<file path="config.mk">
export PLATFORM = sky130hd
export DESIGN_NAME = gms_modbus_server
export DESIGN_NICKNAME = d
export VERILOG_FILES = /design/src/design/gms_pkg.sv /design/src/design/gms_refresh.sv /design/src/design/gms_modbus_server.sv
export SDC_FILE = /design/constraint.sdc
export NUM_CORES = 2
export LEC_CHECK = 0
export BUFFER_PORTS_ARGS = -buffer_cell sky130_fd_sc_hd__buf_2
export CELL_PAD_IN_SITES_DETAIL_PLACEMENT = 0
export CELL_PAD_IN_SITES_GLOBAL_PLACEMENT = 1
export CORE_ASPECT_RATIO = 1.4
export CORE_MARGIN = 4
export CORE_UTILIZATION = 35
export CTS_BUF_LIST = sky130_fd_sc_hd__clkbuf_4 sky130_fd_sc_hd__clkbuf_8
export CTS_CLUSTER_DIAMETER = 50
export CTS_CLUSTER_SIZE = 24
export DETAILED_ROUTE_END_ITERATION = 7
export GPL_TIMING_DRIVEN = 1
export PLACE_DENSITY = 0.72
export SLEW_MARGIN = 20
export SYNTH_ARGS = -nofsm -noshare
export SYNTH_HDL_FRONTEND = slang
export SYNTH_HIERARCHICAL = 1
export SYNTH_SLANG_ARGS = --single-unit
</file>
<file path="constraint.sdc">
create_clock -name i_ref_clk -period 21.7 [get_ports i_ref_clk]
set_clock_uncertainty 0.15 [all_clocks]
set_input_delay 4.34 -clock i_ref_clk [delete_from_list [all_inputs] [get_ports i_ref_clk]]
set_output_delay 4.34 -clock i_ref_clk [all_outputs]
set_load 0.01 [all_outputs]
</file>
<file path="src/design/gms_pkg.sv">
package gms_pkg;

	// Clock and refresh timing
	localparam int          CLK_FREQ_MHZ      = 40;
	localparam int          REFRESH_PERIOD_US = 10000;
	localparam int          REFRESH_CYCLES    = REFRESH_PERIOD_US * CLK_FREQ_MHZ;

	// Connection parameters
	localparam logic [15:0] TCP_PORT          = 16'h01f6;
	localparam logic [7:0]  TCP_UNIT_ID       = 8'h02;
	localparam logic [7:0]  RTU_SLAVE_ID      = 8'h09;
	localparam logic [15:0] PROTO_ID          = 16'h0000;

	// Function and exception codes
	localparam logic [7:0]  FC_READ_HOLD      = 8'h03;
	localparam logic [7:0]  FC_READ_INPUT     = 8'h04;
	localparam logic [7:0]  FC_WRITE_MULTI    = 8'h10;
	localparam logic [7:0]  EXC_FLAG          = 8'h80;
	localparam logic [7:0]  EXC_ILLEGAL_FUNC  = 8'h01;
	localparam logic [7:0]  EXC_ILLEGAL_ADDR  = 8'h02;

	// Status word addresses on the serial framing
	localparam logic [15:0] REG_GRIPPER_AND_OBJECT_STATE      = 16'h07d0;
	localparam logic [15:0] REG_FAULT_AND_REQUEST_ECHO        = 16'h07d1;
	localparam logic [15:0] REG_FIRST_FINGER_POSITION_CURRENT = 16'h07d2;
	localparam logic [15:0] REG_SECOND_FINGER_ECHO_POSITION   = 16'h07d3;
	localparam logic [15:0] REG_SECOND_CURRENT_THIRD_ECHO     = 16'h07d4;
	localparam logic [15:0] REG_THIRD_FINGER_POSITION_CURRENT = 16'h07d5;
	localparam logic [15:0] REG_SPREAD_AXIS_ECHO_POSITION     = 16'h07d6;
	localparam logic [15:0] REG_SPREAD_AXIS_CURRENT           = 16'h07d7;

	// Block bases
	localparam logic [15:0] TCP_STATUS_BASE   = 16'h0000;
	localparam logic [15:0] TCP_COMMAND_BASE  = 16'h0000;
	localparam logic [15:0] RTU_COMMAND_BASE  = 16'h03e8;
	localparam logic [15:0] BANK_WORDS        = 16'h0008;

	// Frame layout
	localparam logic [3:0]  TCP_MBAP_BYTES    = 4'h6;
	localparam logic [3:0]  PDU_DATA_POS      = 4'h7;
	localparam logic [7:0]  RTU_CRC_BYTES     = 8'h02;
	localparam int          HDR_BYTES         = 13;

	// Motion state field position and codes
	localparam int          MOTION_MSB        = 7;
	localparam int          MOTION_LSB        = 6;
	localparam logic [1:0]  MOTION_MOVING     = 2'h0;
	localparam logic [1:0]  MOTION_SOME_SHORT = 2'h1;
	localparam logic [1:0]  MOTION_ALL_SHORT  = 2'h2;
	localparam logic [1:0]  MOTION_REACHED    = 2'h3;

	// Check sum
	localparam logic [15:0] CRC_INIT          = 16'hffff;
	localparam logic [15:0] CRC_POLY          = 16'ha001;

	// One axis as the motor core reports it
	typedef struct packed {
		logic [7:0] echo;
		logic [7:0] pos;
		logic [7:0] cur;
	} gms_axis_type;

	// Live status from the motor core; axis 0..2 fingers, 3 spread axis
	typedef struct packed {
		logic [5:0]             misc;
		logic [7:0]             object;
		logic [7:0]             fault;
		logic [7:0]             req_echo;
		logic [3:0]             stopped;
		logic [3:0]             at_target;
		gms_axis_type [3:0]     axis;
	} gms_core_type;

	// Byte stream beat
	typedef struct packed {
		logic       valid;
		logic       last;
		logic [7:0] data;
	} gms_stream_type;

	typedef logic [15:0][7:0] gms_bank_type;

	typedef enum logic [1:0] {GMS_RESP_READ, GMS_RESP_WRITE, GMS_RESP_EXC} gms_resp_type;

	typedef enum logic [1:0] {GMS_IDLE, GMS_DECODE, GMS_SEND} gms_state_type;

	// Reflected CRC-16 step over one byte
	function automatic logic [15:0] gms_crc_step(input logic [15:0] crc, input logic [7:0] b);
		logic [15:0] c;
		c = crc ^ {8'h00, b};
		for (int i = 0; i < 8; i++) begin
			c = c[0] ? ((c >> 1) ^ CRC_POLY) : (c >> 1);
		end
		return c;
	endfunction

endpackage

</file>
<file path="src/design/gms_refresh.sv">
`timescale 1ns/1ps
module gms_refresh import gms_pkg::*; #(
	parameter int unsigned REFRESH_CYCLES_P = REFRESH_CYCLES
) (
	input  wire logic         i_ref_clk,
	input  wire logic         i_nrst,
	input  wire gms_bank_type i_bank,
	output gms_bank_type      o_bank
);

	localparam int CW = $clog2(REFRESH_CYCLES_P + 1);

	logic [CW-1:0] cnt_q;   // Cycles since the last snapshot
	gms_bank_type  bank_q;  // Bank as the master sees it
	wire           tick;    // Snapshot instant

	assign tick   = (cnt_q == CW'(REFRESH_CYCLES_P - 1));
	assign o_bank = bank_q;

	// Free-running refresh timer; master polls faster than this see repeats
	always_ff @(posedge i_ref_clk) begin
		if (!i_nrst) begin
			cnt_q <= '0;
		end else begin
			cnt_q <= tick ? '0 : cnt_q + 1'b1;
		end
	end

	// Snapshot changes only at a tick, so a reply stays coherent unless a tick falls while it is being sent
	always_ff @(posedge i_ref_clk) begin
		if (!i_nrst) begin
			bank_q <= '0;
		end else if (tick) begin
			bank_q <= i_bank;
		end
	end

endmodule

</file>
<file path="src/design/gms_modbus_server.sv">
// Summary of operation
// - Read reply: id, function, count, words, checksum on serial
// - Word one: gripper status high, object low
// - Motion field zero while fingers still move
// - Motion field three when all reached target
// - Word two: fault high, request echo low
// - Word three: finger A position, current
// - Words four to six pack fingers B, C
// - Words seven, eight hold spread axis data
// - Contents refresh at 100 Hz; master spaces
// - TCP accepts only functions four and sixteen
// - TCP command and status blocks start zero
// - Each word joins two consecutive gripper bytes
// - Function four returns the status words on TCP; serial reads them with function three
// - Multiple write updates commands, echoes header back
`timescale 1ns/1ps
module gms_modbus_server import gms_pkg::*; #(
	parameter int unsigned REFRESH_CYCLES_P = REFRESH_CYCLES
) (
	input  wire logic           i_ref_clk,
	input  wire logic           i_nrst,
	input  wire logic           i_rtu_mode,
	input  wire logic [15:0]    i_conn_port,
	input  wire gms_core_type   i_core,
	input  wire gms_stream_type i_rx,
	output logic                o_rx_ready,
	output gms_stream_type      o_tx,
	input  wire logic           i_tx_ready,
	output gms_bank_type        o_cmd_bytes,
	output logic                o_cmd_strobe
);

	gms_state_type              state_q;     // Frame sequencer
	gms_resp_type               resp_q;      // Kind of reply being sent
	logic [7:0]                 exc_q;       // Exception code of a refused request
	logic [7:0]                 rx_idx_q;    // Bytes taken in this frame
	logic [7:0]                 tx_idx_q;    // Bytes sent of the reply
	logic [HDR_BYTES-1:0][7:0]  hdr_q;       // Captured frame head
	gms_bank_type               pend_q;      // Write data held until the frame checks out
	gms_bank_type               cmd_q;       // Command bytes in force
	logic [15:0]                crc_q;       // Running check sum, shared by rx and tx
	logic                       ready_q;     // Accepting request bytes
	logic                       strobe_q;    // Command bank just updated
	gms_stream_type             tx_q;        // Reply byte register

	gms_bank_type               live_bank;   // Status packed from the core
	gms_bank_type               snap_bank;   // Status as last refreshed
	wire  [1:0]                 motion;      // Motion state field value

	// Motion state: moving until every axis stops, then reached or short
	assign motion = !(&i_core.stopped) ? MOTION_MOVING :
		(&i_core.at_target) ? MOTION_REACHED :
		(|i_core.at_target) ? MOTION_SOME_SHORT : MOTION_ALL_SHORT;

	// Byte map of the status bank; word n is bytes 2n and 2n+1
	assign live_bank[0]  = {motion, i_core.misc};
	assign live_bank[1]  = i_core.object;
	assign live_bank[2]  = i_core.fault;
	assign live_bank[3]  = i_core.req_echo;
	assign live_bank[4]  = i_core.axis[0].pos;
	assign live_bank[5]  = i_core.axis[0].cur;
	assign live_bank[6]  = i_core.axis[1].echo;
	assign live_bank[7]  = i_core.axis[1].pos;
	assign live_bank[8]  = i_core.axis[1].cur;
	assign live_bank[9]  = i_core.axis[2].echo;
	assign live_bank[10] = i_core.axis[2].pos;
	assign live_bank[11] = i_core.axis[2].cur;
	assign live_bank[12] = i_core.axis[3].echo;
	assign live_bank[13] = i_core.axis[3].pos;
	assign live_bank[14] = i_core.axis[3].cur;
	assign live_bank[15] = 8'h00;                       // Low half of last word is unused

	// Periodic snapshot of the bank
	gms_refresh #(
		.REFRESH_CYCLES_P (REFRESH_CYCLES_P)
	) u_refresh (
		.i_ref_clk (i_ref_clk),
		.i_nrst    (i_nrst),
		.i_bank    (live_bank),
		.o_bank    (snap_bank)
	);

	// Framing: the mode pin is a static strap, not changed mid-frame
	wire        rtu     = i_rtu_mode;
	wire  [3:0] hoff    = rtu ? 4'h0 : TCP_MBAP_BYTES;   // Where the unit byte sits
	wire  [7:0] dstart  = {4'h0, hoff + PDU_DATA_POS};   // First write data byte
	wire        rx_take = i_rx.valid && ready_q;
	wire  [7:0] rx_didx = rx_idx_q - dstart;

	// Request fields, offset by the MBAP header on TCP
	wire  [15:0] f_tid  = {hdr_q[0], hdr_q[1]};
	wire  [15:0] f_pid  = {hdr_q[2], hdr_q[3]};
	wire  [7:0]  f_unit = hdr_q[hoff];
	wire  [7:0]  f_fc   = hdr_q[hoff + 4'h1];
	wire  [15:0] f_addr = {hdr_q[hoff + 4'h2], hdr_q[hoff + 4'h3]};
	wire  [15:0] f_cnt  = {hdr_q[hoff + 4'h4], hdr_q[hoff + 4'h5]};
	wire  [7:0]  f_bc   = hdr_q[hoff + 4'h6];

	// Who is addressed; a bad check sum on serial framing is dropped silently
	wire        long_ok = rx_idx_q >= {4'h0, hoff + 4'h6};
	wire        rtu_hit = (f_unit == RTU_SLAVE_ID) && (crc_q == 16'h0000);
	wire        tcp_hit = (f_pid == PROTO_ID) && (i_conn_port == TCP_PORT)
		&& (f_unit == TCP_UNIT_ID);
	wire        hit     = long_ok && (rtu ? rtu_hit : tcp_hit);

	// Function and range checks
	wire [7:0]  fc_rd   = rtu ? FC_READ_HOLD : FC_READ_INPUT;
	wire        is_rd   = (f_fc == fc_rd);
	wire        is_wr   = (f_fc == FC_WRITE_MULTI);
	wire [15:0] rd_base = rtu ? REG_GRIPPER_AND_OBJECT_STATE : TCP_STATUS_BASE;
	wire [15:0] wr_base = rtu ? RTU_COMMAND_BASE : TCP_COMMAND_BASE;
	wire [15:0] rd_rel  = f_addr - rd_base;
	wire [15:0] wr_rel  = f_addr - wr_base;
	wire        cnt_ok  = (f_cnt != 16'h0000) && (f_cnt <= BANK_WORDS);
	wire [16:0] rd_end  = {1'b0, rd_rel} + {1'b0, f_cnt};
	wire [16:0] wr_end  = {1'b0, wr_rel} + {1'b0, f_cnt};
	wire        rd_ok   = cnt_ok && (f_addr >= rd_base) && (rd_end <= {1'b0, BANK_WORDS});
	// Only the command bank is writable; on serial framing status addresses refuse with an exception
	wire        wr_ok   = cnt_ok && (f_addr >= wr_base) && (wr_end <= {1'b0, BANK_WORDS})
		&& (f_bc == {f_cnt[6:0], 1'b0}) && (rx_idx_q >= dstart + f_bc);
	wire        do_wr   = (state_q == GMS_DECODE) && hit && is_wr && wr_ok;

	// Reply sizing
	wire [7:0]  body_n  = (resp_q == GMS_RESP_READ) ? 8'h03 + {f_cnt[6:0], 1'b0} :
		(resp_q == GMS_RESP_WRITE) ? 8'h06 : 8'h03;
	wire [7:0]  tx_tot  = body_n + (rtu ? RTU_CRC_BYTES : {4'h0, TCP_MBAP_BYTES});
	wire [7:0]  p       = tx_idx_q - {4'h0, hoff};
	wire [7:0]  p_data  = p - 8'h03;
	wire [3:0]  rd_idx  = {rd_rel[2:0], 1'b0} + p_data[3:0];
	wire        tx_adv  = !tx_q.valid || i_tx_ready;
	wire        tx_more = tx_idx_q < tx_tot;
	wire        in_body = rtu ? (p < body_n) : 1'b1;
	logic [7:0] tx_byte;                                      // Next reply byte

	// Reply byte selection by position
	always_comb begin
		tx_byte = 8'h00;
		if (!rtu && (tx_idx_q < {4'h0, TCP_MBAP_BYTES})) begin
			unique case (tx_idx_q[2:0])
				3'h0:    tx_byte = f_tid[15:8];          // Transaction id echoed
				3'h1:    tx_byte = f_tid[7:0];
				3'h2:    tx_byte = f_pid[15:8];
				3'h3:    tx_byte = f_pid[7:0];
				3'h4:    tx_byte = 8'h00;                // Length never exceeds 255
				default: tx_byte = body_n;               // Length counts unit onward
			endcase
		end else if (!in_body) begin
			tx_byte = (p == body_n) ? crc_q[7:0] : crc_q[15:8];  // Low byte first
		end else begin
			unique case (p)
				8'h00: tx_byte = f_unit;
				8'h01: tx_byte = (resp_q == GMS_RESP_EXC) ? (f_fc | EXC_FLAG) : f_fc;
				8'h02: begin
					if (resp_q == GMS_RESP_READ) begin
						tx_byte = {f_cnt[6:0], 1'b0};    // Twice the word count
					end else if (resp_q == GMS_RESP_EXC) begin
						tx_byte = exc_q;
					end else begin
						tx_byte = f_addr[15:8];
					end
				end
				8'h03: tx_byte = (resp_q == GMS_RESP_WRITE) ? f_addr[7:0] : snap_bank[rd_idx];
				8'h04: tx_byte = (resp_q == GMS_RESP_WRITE) ? f_cnt[15:8] : snap_bank[rd_idx];
				8'h05: tx_byte = (resp_q == GMS_RESP_WRITE) ? f_cnt[7:0] : snap_bank[rd_idx];
				default: tx_byte = snap_bank[rd_idx];    // High byte of each word first
			endcase
		end
	end

	// Frame sequencer: take request, judge it, send reply
	always_ff @(posedge i_ref_clk) begin
		if (!i_nrst) begin
			state_q <= GMS_IDLE;
			resp_q  <= GMS_RESP_EXC;
			exc_q   <= 8'h00;
			ready_q <= 1'b0;
		end else begin
			unique case (state_q)
				GMS_IDLE: begin
					ready_q <= !(rx_take && i_rx.last);
					if (rx_take && i_rx.last) begin
						state_q <= GMS_DECODE;
					end
				end
				GMS_DECODE: begin
					if (!hit) begin
						state_q <= GMS_IDLE;         // Not for us: no reply at all
						ready_q <= 1'b1;
					end else if (is_rd && rd_ok) begin
						state_q <= GMS_SEND;
						resp_q  <= GMS_RESP_READ;
					end else if (is_wr && wr_ok) begin
						state_q <= GMS_SEND;
						resp_q  <= GMS_RESP_WRITE;
					end else begin
						state_q <= GMS_SEND;
						resp_q  <= GMS_RESP_EXC;
						exc_q   <= (is_rd || is_wr) ? EXC_ILLEGAL_ADDR : EXC_ILLEGAL_FUNC;
					end
				end
				GMS_SEND: begin
					if (tx_adv && !tx_more) begin
						state_q <= GMS_IDLE;
						ready_q <= 1'b1;
					end
				end
			endcase
		end
	end

	// Byte counters
	always_ff @(posedge i_ref_clk) begin
		if (!i_nrst) begin
			rx_idx_q <= 8'h00;
			tx_idx_q <= 8'h00;
		end else if (state_q == GMS_IDLE) begin
			tx_idx_q <= 8'h00;
			if (rx_take && (rx_idx_q != 8'hff)) begin
				rx_idx_q <= rx_idx_q + 8'h01;     // Saturates on runaway frames
			end
		end else if (state_q == GMS_SEND) begin
			if (tx_adv && tx_more) begin
				tx_idx_q <= tx_idx_q + 8'h01;
			end else if (tx_adv) begin
				rx_idx_q <= 8'h00;                // Head stays intact until reply ends
			end
		end else if (!hit) begin
			rx_idx_q <= 8'h00;
		end
	end

	// Head capture and write data staging
	always_ff @(posedge i_ref_clk) begin
		if (!i_nrst) begin
			hdr_q  <= '0;
			pend_q <= '0;
		end else if (rx_take) begin
			if (rx_idx_q < 8'(HDR_BYTES)) begin
				hdr_q[rx_idx_q[3:0]] <= i_rx.data;
			end
			if ((rx_idx_q >= dstart) && (rx_didx < 8'h10)) begin
				pend_q[rx_didx[3:0]] <= i_rx.data;
			end
		end
	end

	// Check sum: over request bytes, then restarted for the reply
	always_ff @(posedge i_ref_clk) begin
		if (!i_nrst) begin
			crc_q <= CRC_INIT;
		end else if (rx_take) begin
			crc_q <= gms_crc_step(crc_q, i_rx.data);   // Residue zero on a good frame
		end else if (state_q == GMS_DECODE) begin
			crc_q <= CRC_INIT;
		end else if ((state_q == GMS_SEND) && tx_adv && tx_more && in_body) begin
			crc_q <= gms_crc_step(crc_q, tx_byte);
		end else if ((state_q == GMS_SEND) && tx_adv && !tx_more) begin
			crc_q <= CRC_INIT;
		end
	end

	// Reply output register; holds a byte until the sink takes it
	always_ff @(posedge i_ref_clk) begin
		if (!i_nrst) begin
			tx_q <= '0;
		end else if ((state_q == GMS_SEND) && tx_adv) begin
			tx_q.valid <= tx_more;
			tx_q.last  <= tx_more && (tx_idx_q == tx_tot - 8'h01);
			tx_q.data  <= tx_more ? tx_byte : 8'h00;
		end else if (tx_adv) begin
			tx_q <= '0;
		end
	end

	// Command bank update; a whole write lands at once or not at all
	for (genvar k = 0; k < 16; k++) begin : g_cmd
		wire [4:0] lo  = {1'b0, wr_rel[2:0], 1'b0};
		wire [4:0] hi  = lo + {f_cnt[3:0], 1'b0};
		wire       sel = (5'(k) >= lo) && (5'(k) < hi);
		wire [3:0] src = 4'(k) - lo[3:0];
		always_ff @(posedge i_ref_clk) begin
			if (!i_nrst) begin
				cmd_q[k] <= 8'h00;
			end else if (do_wr && sel) begin
				cmd_q[k] <= pend_q[src];
			end
		end
	end

	// One-cycle notice to the motor core that commands changed
	always_ff @(posedge i_ref_clk) begin
		if (!i_nrst) begin
			strobe_q <= 1'b0;
		end else begin
			strobe_q <= do_wr;
		end
	end

	assign o_rx_ready   = ready_q;
	assign o_tx         = tx_q;
	assign o_cmd_bytes  = cmd_q;
	assign o_cmd_strobe = strobe_q;

endmodule

</file>
==> metrics.cfg <==
[power]
max-vdd-ir-drop_uv=47.4
power.density_nw_per_um2=55.8
seqPwrFrac=0.500
fraction_of_power_consumed_by_combinational_cells=0.092
p_int_uw=1460
switching_share=0.296
clockPowerShare=0.408
p_sw_uw=614
total_leakage_power_uw=0.0148

[sta]
final_min_period_over_clock_period=0.514
fin_worst_hold_slack_ns=0.306
drv_slew=0
hold_viol=0
worst_pin_slew_ns=1.16
unrepaired_setup_endpoints_after_global_routing=false
report.final.setup_viol=0
top_achievable_clock_speed_mhz=89.6
maxSlewHeadroom=0.209
totalNegativeSetupSlack_ns=0
finalCriticalPeriod_ns=11.16

[global_route]
grt.overflow.total=0
first_global_vias=28306
grt_start_max_net_pins=180
antenna_found_initial=6
grt_pass1_wl_mm=177
global_route.usage.total=0.227

[yosys]
yosysMostFrequentCell=sky130_fd_sc_hd__nand2_1
dominant_combinational_cell_family_by_area_after_synthesis=multiplexers
synth_seq_cells=557
synth.avg_cell_area_um2=8.18
async_flop_share=0
synth_fa_ha_area_frac=0.0390
proportion_of_synthesized_area_in_mux_cells=0.225
synth-xor-area-share=0.0365
dominantRegCellSynth=sky130_fd_sc_hd__dfxtp_1
synth.cell_area_um2=33400
synth-compound-area-share=0.0954
post_synth_edffs=0
synth.top_cells.by_area=sky130_fd_sc_hd__dfxtp_1 33%, sky130_fd_sc_hd__mux2i_1 16%, sky130_fd_sc_hd__nand2_1 12%
synth.cells.most_frequent=1061 x sky130_fd_sc_hd__nand2_1, 557 x sky130_fd_sc_hd__dfxtp_1, 537 x sky130_fd_sc_hd__mux2i_1
synth_simple_gate_area_share=0.223
netlist_instances=4081
synth_largest_area_cell=sky130_fd_sc_hd__dfxtp_1
synth_cell_type_count=101
synth-seq-area-share=0.334
synth_top_area_share=0.334
yosysWarningCount=6

[die]
io_pins=304
placementRows=133
area_of_the_die_um2=100000
overall_die_height_um=373
fp.coreArea_um2=94400
die_width_um=269
floorplan.initialDensity=0.354

[hold_path]
hold-path-endpoint=o_cmd_bytes[57]
timing.hold.worst_path_depth=2
hold_path.startpoint=o_cmd_bytes[57]
holdCritPathClass=flip-flop to flip-flop

[route]
antenna_violating_nets_post_route=0
drt_wirelength_mm=119
post_drt_wl_per_cell_um=21.7
route.vias.total=29553
detailedRoute.firstIterationViolations=2392
post_drt_via_cell_ratio=5.40
drt_drc_violations_left=0
drt_first_pass_iters=5

[setup_path]
worstPathArrival_ns=11.62
criticalPathCategory=input port to flip-flop
critPathRequiredTime_ns=22.17
worst-r2r-setup-slack_ns=14.97
critical_r2r_launch=f_pid[4]
worstPathMaxFanout=43
worst_flop_to_flop_path_endpoint=o_cmd_bytes[59]
worst_setup_path_end_kind=flip-flop
critical_path.startpoint=i_rtu_mode
r2r_cells=19
worstSetupStartpointType=input port

[layout]
post-route-util=0.394
drive_above_1_share=0.160
post_layout_inst_area_um2=37100
design.final.nets=4471
area.growth.synth_to_final_pct=11.2

[cts]
hold_buf_count_cts=0
cts_tree=built
post_cts_resized=0
cts_sinks=557
clock_tree.root_cell=sky130_fd_sc_hd__clkbuf_8
clock_latency_ns=0.77
clk_transition_reported_paths_ns=0.08
cts_setup_buffers=0
cts_made_buffers=59
max-clock-path-buffers=3
cts_max_level=2

[run]
drv_cap=0

[status]
result_of_the_run=complete, no violations

[placement]
dp_hpwl_mm=86.2
placedInstanceArea_um2=35600
port_buffers=295
gp_routability_congestion=0.945

[flip-flops by register name, summed over array words and instances (netlist names)]
register,cells
crc_q,16
resp_q,2
u_refresh/o_bank,128
state_q,2
tx_idx_q,8
f_tid,16
rx_idx_q,8
o_cmd_strobe,1
f_pid,16
o_tx,10
u_refresh/cnt_q,19
exc_q,2
hdr_q,72
o_cmd_bytes,128
pend_q,128
o_rx_ready,1
[logic make-up after synthesis]
group,count (synthesis)
buffers and inverters,359
flip-flops,557
XOR/XNOR,135
adder cells (fa/ha/maj),101
other,1
AND/OR/NAND/NOR,1727
AO/OA/AOI/OAI,508
multiplexers,693
[layer usage]
layer / up-vias / wire length [um] / GRT usage / share of wire
li1: 14372 / - / - / -
met1: 14101 / 47800 / 0.268 / 0.40
met2: 826 / 58200 / 0.396 / 0.49
met3: 250 / 5570 / 0.0294 / 0.047
met4: 4 / 7510 / 0.122 / 0.063
met5: - / 27 / 0 / 0.00023
[power by group through the flow]
stage	combinational, uW	clock, uW	sequential [uW]
2_1_floorplan	134	0	1050
3_3_place_gp	189	0	1060
3_5_place_dp	189	0	1060
4_1_cts	190	866	1040
5_1_grt	207	903	1040
6_report	191	846	1040
[metrics by stage]
stage	setup slack [ns]	total power [uW]	cells
2_1_floorplan	11.33	1190	4088
3_3_place_gp	9.86	1250	5360
3_5_place_dp	9.94	1250	5360
4_1_cts	10.69	2090	5472
5_1_grt	10.05	2150	5475
6_report	10.54	2070	5476
[critical path, stage by stage]
cell                        delay, ns
sky130_fd_sc_hd__buf_4           0.46
sky130_fd_sc_hd__buf_4           0.57
sky130_fd_sc_hd__mux2i_1         0.74
sky130_fd_sc_hd__a21boi_0        0.28
sky130_fd_sc_hd__o21a_1          0.24
sky130_fd_sc_hd__o21ai_0         0.29
sky130_fd_sc_hd__a31oi_1         0.18
sky130_fd_sc_hd__or3_1           0.45
sky130_fd_sc_hd__nor2_1          0.17
sky130_fd_sc_hd__xnor2_1         0.08
sky130_fd_sc_hd__ha_1            0.19
sky130_fd_sc_hd__or4_1           0.49
sky130_fd_sc_hd__nor2_1          0.10
sky130_fd_sc_hd__nand4_1         0.14
sky130_fd_sc_hd__nor2_1          0.14
sky130_fd_sc_hd__nand3_1         0.13
sky130_fd_sc_hd__nor4_1          0.21
sky130_fd_sc_hd__o2111ai_1       0.14
sky130_fd_sc_hd__and4b_1         0.87
sky130_fd_sc_hd__nand3_1         0.99
sky130_fd_sc_hd__mux2i_1         0.38
[worst max-delay path by stage]
stage,endpoint,slack (ns),cells past startpoint
floorplan,crc_q[0],11.33,26
global placement,o_cmd_bytes[58],9.86,21
detailed placement,o_cmd_bytes[49],9.94,21
CTS,o_cmd_bytes[59],10.69,24
global route,o_cmd_bytes[57],10.05,26
finish,o_cmd_bytes[59],10.54,21
[final cells by class]
| cell class | instances | area [um2] |
|---|---|---|
| Antenna cell | 4 | 10.0 |
| Timing Repair Buffer | 349 | 1920 |
| Multi-Input combinational cell | 3172 | 20800 |
| Sequential cell | 557 | 11200 |
| Tap cell | 1215 | 1520 |
| Clock buffer | 66 | 896 |
| Inverter | 67 | 262 |
| Fill cell | 9796 | 57200 |
| Clock inverter | 46 | 582 |
[cells in the final DEF, fill, tap and decap left out, drive strengths merged, types with 34 or more instances in the layout]
| cell | synthesis | layout |
|---|---|---|
| and3 | 69 | 69 |
| mux4 | 34 | 34 |
| ha | 96 | 96 |
| nor2 | 258 | 258 |
| a31oi | 68 | 68 |
| buf | 73 | 349 |
| a21oi | 212 | 212 |
| o21ai | 62 | 62 |
| mux2i | 538 | 538 |
| xor2 | 45 | 45 |
| nor4 | 38 | 38 |
| inv | 66 | 91 |
| dfxtp | 557 | 557 |
| nor3 | 39 | 39 |
| nand2 | 1062 | 1062 |
| clkbuf | 219 | 66 |
| nand3 | 148 | 148 |
| xnor2 | 88 | 88 |
| mux2 | 121 | 121 |
(Power assumes the default switching activity.)
